===== src/tcp_timer_regs.vh =====
// Purpose: Register offsets, field positions, reset values and timing counts
//          for the timer clock and prescale controller.
// Assumes: Registers sit in an 8-bit special function register space.
// Notes:   Definitions only.

`ifndef TCP_TIMER_REGS_VH
`define TCP_TIMER_REGS_VH

// ----------------------------------------------------------------------------
// Register offsets
// ----------------------------------------------------------------------------
`define TCP_ADDR_RUN_CONTROL 8'h88
`define TCP_ADDR_MODE_SELECT 8'h89
`define TCP_ADDR_T0_LOW 8'h8A
`define TCP_ADDR_T1_LOW 8'h8B
`define TCP_ADDR_T0_HIGH 8'h8C
`define TCP_ADDR_T1_HIGH 8'h8D
`define TCP_ADDR_CLOCK_CONFIG 8'h8E

// ----------------------------------------------------------------------------
// Reset values
// ----------------------------------------------------------------------------
`define TCP_RST_RUN_CONTROL 8'h00
`define TCP_RST_MODE_SELECT 8'h00
`define TCP_RST_COUNT 8'h00
`define TCP_RST_CLOCK_CONFIG 8'h01

// ----------------------------------------------------------------------------
// Field positions
// ----------------------------------------------------------------------------
`define TCP_RUN_T1_OVF 7
`define TCP_RUN_T1_RUN 6
`define TCP_RUN_T0_OVF 5
`define TCP_RUN_T0_RUN 4
`define TCP_MODE_T1_GATE 7
`define TCP_MODE_T1_CT 6
`define TCP_MODE_T1_HI 5
`define TCP_MODE_T1_LO 4
`define TCP_MODE_T0_GATE 3
`define TCP_MODE_T0_CT 2
`define TCP_MODE_T0_HI 1
`define TCP_MODE_T0_LO 0
`define TCP_CFG_T2_FAST 5
`define TCP_CFG_T1_FAST 4
`define TCP_CFG_T0_FAST 3
`define TCP_CFG_STRETCH_HI 2
`define TCP_CFG_STRETCH_LO 0
`define TCP_CFG_WRITE_MASK 8'h3F

// ----------------------------------------------------------------------------
// Timer modes and timing counts
// ----------------------------------------------------------------------------
`define TCP_MODE_13BIT 2'b00
`define TCP_MODE_16BIT 2'b01
`define TCP_MODE_RELOAD 2'b10
`define TCP_MODE_SPLIT 2'b11
`define TCP_DIV_SLOW 4'd12
`define TCP_DIV_FAST 4'd4
`define TCP_MOVE_BASE_CYCLES 4'd2
`define TCP_MOVE_BASE_STROBE 5'd2
`define TCP_STROBE_PER_STEP 5'd4

`endif


===== src/tcp_timer_ctrl.v =====
// Purpose: Timer 0/1 counting core with shared clock divider configuration.
// Assumes: Special function register accesses and pins are synchronous to CLK.
// Notes:   Read data is registered and valid one cycle after the read strobe.
`timescale 1ns/100ps
`include "tcp_timer_regs.vh"

module tcp_timer_ctrl (
  input wire CLK,
  input wire SYS_RST,
  input wire [7:0] SFR_ADDR,
  input wire [7:0] SFR_WDATA,
  input wire SFR_WR,
  input wire SFR_RD,
  output reg [7:0] SFR_RDATA,
  input wire EXT_GATE_PIN_ZERO,
  input wire EXT_GATE_PIN_ONE,
  input wire COUNT_PIN_ZERO,
  input wire COUNT_PIN_ONE,
  input wire TIMER2_BAUD_OR_CLKOUT,
  input wire XMOVE_INTERNAL,
  output reg INSTR_TICK,
  output reg TIMER2_TICK,
  output reg TIMER0_OVERFLOW,
  output reg TIMER1_OVERFLOW,
  output reg [3:0] XMOVE_CYCLES,
  output reg [4:0] XMOVE_STROBE_CLKS
);

  // --------------------------------------------------------------------------
  // Helpers
  // --------------------------------------------------------------------------
  function [4:0] strobe_clks;
    input [2:0] stretch;
    begin
      if (stretch == 3'd0) begin
        strobe_clks = `TCP_MOVE_BASE_STROBE;
      end else begin
        strobe_clks = {2'b00, stretch} * `TCP_STROBE_PER_STEP;
      end
    end
  endfunction

  function timer_enable;
    input run;
    input gated;
    input gate_pin;
    begin
      timer_enable = run & (~gated | gate_pin);
    end
  endfunction

  // --------------------------------------------------------------------------
  // Registers
  // --------------------------------------------------------------------------
  reg [7:0] run_ctrl_q;
  reg [7:0] run_ctrl_d;
  reg [7:0] mode_sel_q;
  reg [7:0] clk_cfg_q;
  reg [3:0] presc_q;
  reg cpin0_q;
  reg cpin1_q;

  wire [7:0] t0_lo;
  wire [7:0] t0_hi;
  wire [7:0] t1_lo;
  wire [7:0] t1_hi;
  wire t0_ovf_lo;
  wire t0_ovf_hi;
  wire t1_ovf_lo;
  wire t1_ovf_hi;

  wire wr_run = SFR_WR & (SFR_ADDR == `TCP_ADDR_RUN_CONTROL);
  wire wr_mode = SFR_WR & (SFR_ADDR == `TCP_ADDR_MODE_SELECT);
  wire wr_cfg = SFR_WR & (SFR_ADDR == `TCP_ADDR_CLOCK_CONFIG);

  // --------------------------------------------------------------------------
  // Prescaler
  // --------------------------------------------------------------------------
  // One free-running divider serves every rate, so the instruction tick never
  // depends on the clock select bits and timers keep a fixed cadence.
  wire tick_slow = (presc_q == `TCP_DIV_SLOW - 4'd1);
  wire tick_fast = (presc_q[1:0] == 2'b11);

  always @(posedge CLK) begin
    if (SYS_RST) begin
      presc_q <= 4'h0;
    end else if (tick_slow) begin
      presc_q <= 4'h0;
    end else begin
      presc_q <= presc_q + 4'd1;
    end
  end

  wire t0_rate = clk_cfg_q[`TCP_CFG_T0_FAST] ? tick_fast : tick_slow;
  wire t1_rate = clk_cfg_q[`TCP_CFG_T1_FAST] ? tick_fast : tick_slow;
  // In baud or clock output mode timer 2 gets its clock elsewhere; the select is ignored.
  wire t2_fast = clk_cfg_q[`TCP_CFG_T2_FAST] & ~TIMER2_BAUD_OR_CLKOUT;

  // --------------------------------------------------------------------------
  // Count events
  // --------------------------------------------------------------------------
  always @(posedge CLK) begin
    if (SYS_RST) begin
      cpin0_q <= 1'b0;
      cpin1_q <= 1'b0;
    end else begin
      cpin0_q <= COUNT_PIN_ZERO;
      cpin1_q <= COUNT_PIN_ONE;
    end
  end

  wire fall0 = cpin0_q & ~COUNT_PIN_ZERO;
  wire fall1 = cpin1_q & ~COUNT_PIN_ONE;
  wire ev0 = mode_sel_q[`TCP_MODE_T0_CT] ? fall0 : t0_rate;
  wire ev1 = mode_sel_q[`TCP_MODE_T1_CT] ? fall1 : t1_rate;

  wire en0 = timer_enable(run_ctrl_q[`TCP_RUN_T0_RUN], mode_sel_q[`TCP_MODE_T0_GATE],
                          EXT_GATE_PIN_ZERO);
  wire en1 = timer_enable(run_ctrl_q[`TCP_RUN_T1_RUN], mode_sel_q[`TCP_MODE_T1_GATE],
                          EXT_GATE_PIN_ONE);

  wire [1:0] mode0 = mode_sel_q[`TCP_MODE_T0_HI:`TCP_MODE_T0_LO];
  wire [1:0] mode1 = mode_sel_q[`TCP_MODE_T1_HI:`TCP_MODE_T1_LO];
  wire split0 = (mode0 == `TCP_MODE_SPLIT);

  wire inc0_lo = en0 & ev0;
  // In split mode the high byte of timer 0 borrows timer 1's run bit.
  wire inc0_hi = split0 & run_ctrl_q[`TCP_RUN_T1_RUN] & t0_rate;
  wire inc1 = (mode1 != `TCP_MODE_SPLIT) & en1 & ev1;

  // --------------------------------------------------------------------------
  // Count value pairs
  // --------------------------------------------------------------------------
  tcp_timer_unit u_timer0 (
    .clk(CLK),
    .rst(SYS_RST),
    .mode(mode0),
    .inc_lo(inc0_lo),
    .inc_hi(inc0_hi),
    .wr_lo(SFR_WR & (SFR_ADDR == `TCP_ADDR_T0_LOW)),
    .wr_hi(SFR_WR & (SFR_ADDR == `TCP_ADDR_T0_HIGH)),
    .wdata(SFR_WDATA),
    .lo_q(t0_lo),
    .hi_q(t0_hi),
    .ovf_lo(t0_ovf_lo),
    .ovf_hi(t0_ovf_hi)
  );

  tcp_timer_unit u_timer1 (
    .clk(CLK),
    .rst(SYS_RST),
    .mode(mode1),
    .inc_lo(inc1),
    .inc_hi(1'b0),
    .wr_lo(SFR_WR & (SFR_ADDR == `TCP_ADDR_T1_LOW)),
    .wr_hi(SFR_WR & (SFR_ADDR == `TCP_ADDR_T1_HIGH)),
    .wdata(SFR_WDATA),
    .lo_q(t1_lo),
    .hi_q(t1_hi),
    .ovf_lo(t1_ovf_lo),
    .ovf_hi(t1_ovf_hi)
  );

  // --------------------------------------------------------------------------
  // Shared control and mode registers
  // --------------------------------------------------------------------------
  // A hardware overflow in the same cycle as a software write still sets the flag.
  always @* begin
    run_ctrl_d = run_ctrl_q;
    if (wr_run) begin
      run_ctrl_d = SFR_WDATA;
    end
    if (t0_ovf_lo) begin
      run_ctrl_d[`TCP_RUN_T0_OVF] = 1'b1;
    end
    if (split0 ? t0_ovf_hi : (t1_ovf_lo | t1_ovf_hi)) begin
      run_ctrl_d[`TCP_RUN_T1_OVF] = 1'b1;
    end
  end

  always @(posedge CLK) begin
    if (SYS_RST) begin
      run_ctrl_q <= `TCP_RST_RUN_CONTROL;
      mode_sel_q <= `TCP_RST_MODE_SELECT;
      clk_cfg_q <= `TCP_RST_CLOCK_CONFIG;
    end else begin
      run_ctrl_q <= run_ctrl_d;
      if (wr_mode) begin
        mode_sel_q <= SFR_WDATA;
      end
      if (wr_cfg) begin
        clk_cfg_q <= SFR_WDATA & `TCP_CFG_WRITE_MASK;
      end
    end
  end

  // --------------------------------------------------------------------------
  // Register read
  // --------------------------------------------------------------------------
  reg [7:0] rd_mux;

  always @* begin
    case (SFR_ADDR)
      `TCP_ADDR_RUN_CONTROL: rd_mux = run_ctrl_q;
      `TCP_ADDR_MODE_SELECT: rd_mux = mode_sel_q;
      `TCP_ADDR_T0_LOW: rd_mux = t0_lo;
      `TCP_ADDR_T1_LOW: rd_mux = t1_lo;
      `TCP_ADDR_T0_HIGH: rd_mux = t0_hi;
      `TCP_ADDR_T1_HIGH: rd_mux = t1_hi;
      `TCP_ADDR_CLOCK_CONFIG: rd_mux = clk_cfg_q & `TCP_CFG_WRITE_MASK;
      default: rd_mux = 8'h00;
    endcase
  end

  // --------------------------------------------------------------------------
  // Registered outputs
  // --------------------------------------------------------------------------
  wire [2:0] stretch = clk_cfg_q[`TCP_CFG_STRETCH_HI:`TCP_CFG_STRETCH_LO];

  always @(posedge CLK) begin
    if (SYS_RST) begin
      SFR_RDATA <= 8'h00;
      INSTR_TICK <= 1'b0;
      TIMER2_TICK <= 1'b0;
      TIMER0_OVERFLOW <= 1'b0;
      TIMER1_OVERFLOW <= 1'b0;
      XMOVE_CYCLES <= `TCP_MOVE_BASE_CYCLES;
      XMOVE_STROBE_CLKS <= `TCP_MOVE_BASE_STROBE;
    end else begin
      SFR_RDATA <= SFR_RD ? rd_mux : 8'h00;
      INSTR_TICK <= tick_fast;
      TIMER2_TICK <= t2_fast ? tick_fast : tick_slow;
      TIMER0_OVERFLOW <= run_ctrl_q[`TCP_RUN_T0_OVF];
      TIMER1_OVERFLOW <= run_ctrl_q[`TCP_RUN_T1_OVF];
      if (XMOVE_INTERNAL) begin
        XMOVE_CYCLES <= `TCP_MOVE_BASE_CYCLES;
        XMOVE_STROBE_CLKS <= `TCP_MOVE_BASE_STROBE;
      end else begin
        XMOVE_CYCLES <= `TCP_MOVE_BASE_CYCLES + {1'b0, stretch};
        XMOVE_STROBE_CLKS <= strobe_clks(stretch);
      end
    end
  end

endmodule


===== src/tcp_timer_unit.v =====
// Purpose: Count value pair of one timer, stepping per the selected mode.
// Assumes: Increment requests are single-cycle strobes from the controller.
// Notes:   Software writes win over an increment of the same byte.
`timescale 1ns/100ps
`include "tcp_timer_regs.vh"

module tcp_timer_unit (
  input wire clk,
  input wire rst,
  input wire [1:0] mode,
  input wire inc_lo,
  input wire inc_hi,
  input wire wr_lo,
  input wire wr_hi,
  input wire [7:0] wdata,
  output reg [7:0] lo_q,
  output reg [7:0] hi_q,
  output reg ovf_lo,
  output reg ovf_hi
);

  reg [7:0] lo_d;
  reg [7:0] hi_d;

  // --------------------------------------------------------------------------
  // Next count
  // --------------------------------------------------------------------------
  always @* begin
    lo_d = lo_q;
    hi_d = hi_q;
    ovf_lo = 1'b0;
    ovf_hi = 1'b0;
    case (mode)
      `TCP_MODE_13BIT: begin
        // The upper three low-byte bits are left untouched; software masks them.
        if (inc_lo) begin
          lo_d = {lo_q[7:5], lo_q[4:0] + 5'd1};
          if (lo_q[4:0] == 5'h1F) begin
            hi_d = hi_q + 8'd1;
            ovf_lo = (hi_q == 8'hFF);
          end
        end
      end
      `TCP_MODE_16BIT: begin
        if (inc_lo) begin
          {hi_d, lo_d} = {hi_q, lo_q} + 16'h0001;
          ovf_lo = ({hi_q, lo_q} == 16'hFFFF);
        end
      end
      `TCP_MODE_RELOAD: begin
        if (inc_lo) begin
          lo_d = (lo_q == 8'hFF) ? hi_q : lo_q + 8'd1;
          ovf_lo = (lo_q == 8'hFF);
        end
      end
      `TCP_MODE_SPLIT: begin
        if (inc_lo) begin
          lo_d = lo_q + 8'd1;
          ovf_lo = (lo_q == 8'hFF);
        end
        if (inc_hi) begin
          hi_d = hi_q + 8'd1;
          ovf_hi = (hi_q == 8'hFF);
        end
      end
      default: begin
        lo_d = lo_q;
      end
    endcase
    if (wr_lo) begin
      lo_d = wdata;
    end
    if (wr_hi) begin
      hi_d = wdata;
    end
  end

  // --------------------------------------------------------------------------
  // Count registers
  // --------------------------------------------------------------------------
  always @(posedge clk) begin
    if (rst) begin
      lo_q <= `TCP_RST_COUNT;
      hi_q <= `TCP_RST_COUNT;
    end else begin
      lo_q <= lo_d;
      hi_q <= hi_d;
    end
  end

endmodule


===== config.mk =====
export PLATFORM = sky130hd
export DESIGN_NAME = tcp_timer_ctrl
export DESIGN_NICKNAME = d
export VERILOG_FILES = /design/src/tcp_timer_ctrl.v /design/src/tcp_timer_unit.v
export VERILOG_INCLUDE_DIRS = /design/src
export SDC_FILE = /design/constraint.sdc
export NUM_CORES = 1
export LEC_CHECK = 0
export BUFFER_PORTS_ARGS = -buffer_cell sky130_fd_sc_hd__buf_4
export CAP_MARGIN = 5
export CORE_MARGIN = 8
export CORE_UTILIZATION = 26
export CTS_CLUSTER_DIAMETER = 200
export DETAILED_ROUTE_END_ITERATION = 6
export PLACE_DENSITY = 0.42
export SETUP_SLACK_MARGIN = 0.05
export SYNTH_ARGS = -nofsm -noshare
export SYNTH_HDL_FRONTEND = slang
export SYNTH_SLANG_ARGS = --single-unit

===== constraint.sdc =====
create_clock -name CLK -period 2.7 [get_ports CLK]
set_input_delay 0.54 -clock CLK [delete_from_list [all_inputs] [get_ports CLK]]
set_output_delay 0.54 -clock CLK [all_outputs]
set_load 0.01 [all_outputs]

==> flow_summary_export.csv <==
group,metric,value,unit
critical_path,cp_slowest_cell,"or4_4",
run_status,outcome,"finished, final reports clean",
critical_path,cp_max_fo,7,
final_layout,fin_nets,620,
grt,grt.overflow.total,0,
final_layout,seq_area,0.00160,mm2
final_layout,final_layout_size_suffix_gt1_share,18.6,%
critical_path,timing.rr.start,"u_timer1.lo_q[1]",
final_layout,fin_cells,815,
synth,synthArstFlopShare,0,%
synth,postSynthCellCount,540,
final_layout,final_common_cell,"dfxtp_1",
synth,syn_area,0.00452,mm2
floorplanning,fp.dieH,148,um
grt,first_global_vias,4208,
floorplanning,dieWidth,148,um
sta,slew_headroom,29.9,%
grt,antenna_found_initial,0,
power_and_ir_drop,finalPower,2.61,mW
grt,grt_pass1_wl,26.0,mm
critical_path,crit_path_end_kind,"register",
power_and_ir_drop,p_leak,1.99,nW
sta,fin_skew,5.47,ps
floorplanning,ioPinCount,47,
clock_network,tritoncts,"built",
drt,routedWlPerCell,21.2,um
critical_path,worstPathArrival,2780,ps
drt,drtIter0Drc,477,
power_and_ir_drop,switching_share,24.7,%
sta,slew_viol_final,0,
clock_network,clk_pin_slew,60,ps
drt,viasPerCell,5.47,
sta,period_share,93.5,%
final_layout,nFillCells,1824,
critical_path,startpoint,"u_timer1.lo_q[1]",
critical_path,critPathRequiredTime,2950,ps
clock_network,holdBufCountCts,0,
critical_path,critPathLaunchType,"register",
drt,dr.pass1.iters,5,
floorplanning,initial_core_util,26.4,%
power_and_ir_drop,seqPwrFrac,45.8,%
sta,finalSetupTns,0,ps
drt,wirelength,17.3,mm
grt,grtUsageTotal,15.7,%
power_and_ir_drop,p_per_area,475,mW/mm2
synth,synth_edf_count,0,
critical_path,crit_family,"simple AND/OR/NAND/NOR gates",
critical_path,cpPeakStageDelay,500,ps
grt,grt_max_degree,69,
power_and_ir_drop,pwr-share-comb,5.6,%
synth,synth.yosys.seq_area_share,35.4,%
drt,num_vias,4456,
synth,synth-seq-cells,80,
synth,ys_types,61,
final_layout,final_cell_mix,"dfxtp_1 (79), nor2_1 (71), buf_4 (67)",
power_and_ir_drop,power_frac_clock,48.6,%
placement,placed_cells,799,
final_layout,area_growth,21.8,%
min_path,holdCritPathClass,"input port to register",
power_and_ir_drop,p_switching,0.647,mW
clock_network,htreeDepth,3,
sta,grt_setup_unrepaired,"true",
floorplanning,rows,48,
placement,port_buffers,45,
sta,finalHoldViolCount,0,
critical_path,crit_top_cell,"ha_1",
power_and_ir_drop,intPower,1.97,mW
synth,synth_flop_cell,"dfxtp_1",
power_and_ir_drop,vdd_drop_max,0.000305,V
sta,tightest_slew,1040,ps
clock_network,tritoncts.num_buffers,9,
floorplanning,coreArea,0.0171,mm2
clock_network,clk-insertion-delay-late,350,ps
clock_network,clock-root-buffer,"clkbuf_16",
clock_network,clockBufferDepth,2,
min_path,min-delay-start,"COUNT_PIN_ZERO",
critical_path,critPathKind,"register to register",
final_layout,multi_input_area,0.00274,mm2
run,drv_cap,0,
placement,dp_hpwl,12.8,mm
drt,drc,0,
floorplanning,dieArea,0.0219,mm2
critical_path,worst-path-buf-inv,0,
drt,ant_nets,0,
sta,fin_crit,2530,ps
final_layout,antenna_cells,0,
placement,routabilityCongestion,0.886,
synth,avgSynthCellArea,8.37,um2
clock_network,clock_sinks,80,
sta,fmax,396,MHz
critical_path,worstPathCellList,"ha_1, and3_1, ha_1, nor2b_2, a41oi_1, or4_4, or4_1, a311oi_1",
synth,yosysWarnings,0,
sta,setup_violations,0,
synth,syn_nets,575,
-- layout make-up --
cell class	instances	area share, %
Multi-Input combinational cell	409	49.7
Inverter	17	1.16
Clock buffer	10	4.16
Timing Repair Buffer	68	9.50
Tap cell	225	5.11
Sequential cell	80	29.1
Clock inverter	6	1.25
-- cell usage after synthesis, types with 3 or more instances --
| library cell | count | area [um2] |
|---|---|---|
| a211o_1 | 4 | 35.0 |
| dfxtp_1 | 80 | 1600 |
| nor2b_1 | 11 | 68.8 |
| or3_1 | 9 | 56.3 |
| o2bb2ai_1 | 3 | 26.3 |
| inv_1 | 17 | 63.8 |
| mux2_2 | 9 | 101 |
| o31ai_1 | 9 | 67.6 |
| or4_1 | 8 | 60.1 |
| buf_4 | 3 | 22.5 |
| nand2_1 | 44 | 165 |
| nand2b_1 | 10 | 62.6 |
| mux2i_1 | 26 | 260 |
| and3_1 | 4 | 25.0 |
| a22oi_1 | 5 | 37.5 |
| and4_1 | 6 | 52.6 |
| a31oi_1 | 7 | 43.8 |
| buf_1 | 4 | 15.0 |
| a311oi_1 | 16 | 140 |
| nand3b_1 | 5 | 37.5 |
| nand3_1 | 17 | 85.1 |
| xnor2_1 | 4 | 35.0 |
| a211oi_1 | 5 | 37.5 |
| nor3_1 | 6 | 30.0 |
| o21ai_0 | 18 | 90.1 |
| and2_1 | 10 | 62.6 |
| mux4_2 | 5 | 113 |
| ha_1 | 9 | 113 |
| clkbuf_1 | 24 | 90.1 |
| o2111ai_1 | 3 | 26.3 |
| nand4_1 | 10 | 62.6 |
| nor2_1 | 71 | 267 |
| a41oi_1 | 4 | 35.0 |
| a21oi_1 | 26 | 130 |
| buf_2 | 3 | 15.0 |
| o32ai_1 | 5 | 43.8 |
| o22ai_1 | 5 | 31.3 |
| a2111oi_0 | 4 | 35.0 |
-- power by group through the flow --
stage / Combinational, mW / Sequential [mW] / Clock (mW)
after floorplan: 0.0712 / 1.22 / 0
after global placement: 0.150 / 1.22 / 0
after detailed placement: 0.149 / 1.22 / 0
after CTS: 0.150 / 1.20 / 1.29
after global routing: 0.160 / 1.20 / 1.34
final: 0.148 / 1.20 / 1.27
-- flip-flops by register name (all words and copies together) (netlist names) --
signal             flops
INSTR_TICK             1
SFR_RDATA              8
TIMER0_OVERFLOW        1
TIMER1_OVERFLOW        1
TIMER2_TICK            1
XMOVE_CYCLES           4
XMOVE_STROBE_CLKS      4
clk_cfg_q              6
cpin0_q                1
cpin1_q                1
mode_sel_q             8
presc_q                4
run_ctrl_q             8
u_timer0.hi_q          8
u_timer0.lo_q          8
u_timer1.hi_q          8
u_timer1.lo_q          8
-- path summary, 6_finish.rpt --
check                     end  slack [ps]  cells past startpoint
max          u_timer1.hi_q[6]         170                      8
min                   cpin0_q         410                      2
max reg2reg  u_timer1.hi_q[6]         170                      8
min reg2reg      clk_cfg_q[5]         480                      2
-- metal layers --
layer	GRT usage [%]	vias to the layer above	part of all wire [%]	wire (um)
met2	24.4	201	44	7640
met5	0	-	0	0
li1	-	2103	-	-
met1	20.9	2128	45	7710
met4	5.92	0	2.5	426
met3	3.42	24	8.6	1490
-- cell families (layout without fill, tap and decap cells) --
| group | count (synthesis) | after routing | share of synthesized area, % |
|---|---|---|---|
| buffers and inverters | 51 | 101 | 4.57 |
| AO/OA/AOI/OAI | 133 | 133 | 21.0 |
| multiplexers | 40 | 40 | 10.5 |
| XOR/XNOR | 6 | 6 | 1.16 |
| other | 1 | 1 | 0.0830 |
| adder cells (fa/ha/maj) | 9 | 9 | 2.49 |
| flip-flops | 80 | 80 | 35.4 |
| AND/OR/NAND/NOR | 220 | 220 | 24.7 |
-- metrics by stage --
step / utilization, % / hold WS, ps / setup WS, ps / area, um2
3_3_place_gp: 30.3 / 471 / -90.8 / 5180
6_report: 32.2 / 406 / 175 / 5500
4_1_cts: 32.0 / 401 / 57.6 / 5480
5_1_grt: 32.2 / 425 / 20.6 / 5500
3_5_place_dp: 30.3 / 478 / -107 / 5180
2_1_floorplan: - / 450 / 160 / 4520
-- what timing repair did --
item,in CTS,in global routing
resized for setup,2,6
setup endpoints to repair,7,10
pin swaps,0,1
buffers inserted,0,0
No activity file was read; power rests on OpenSTA's default activity.
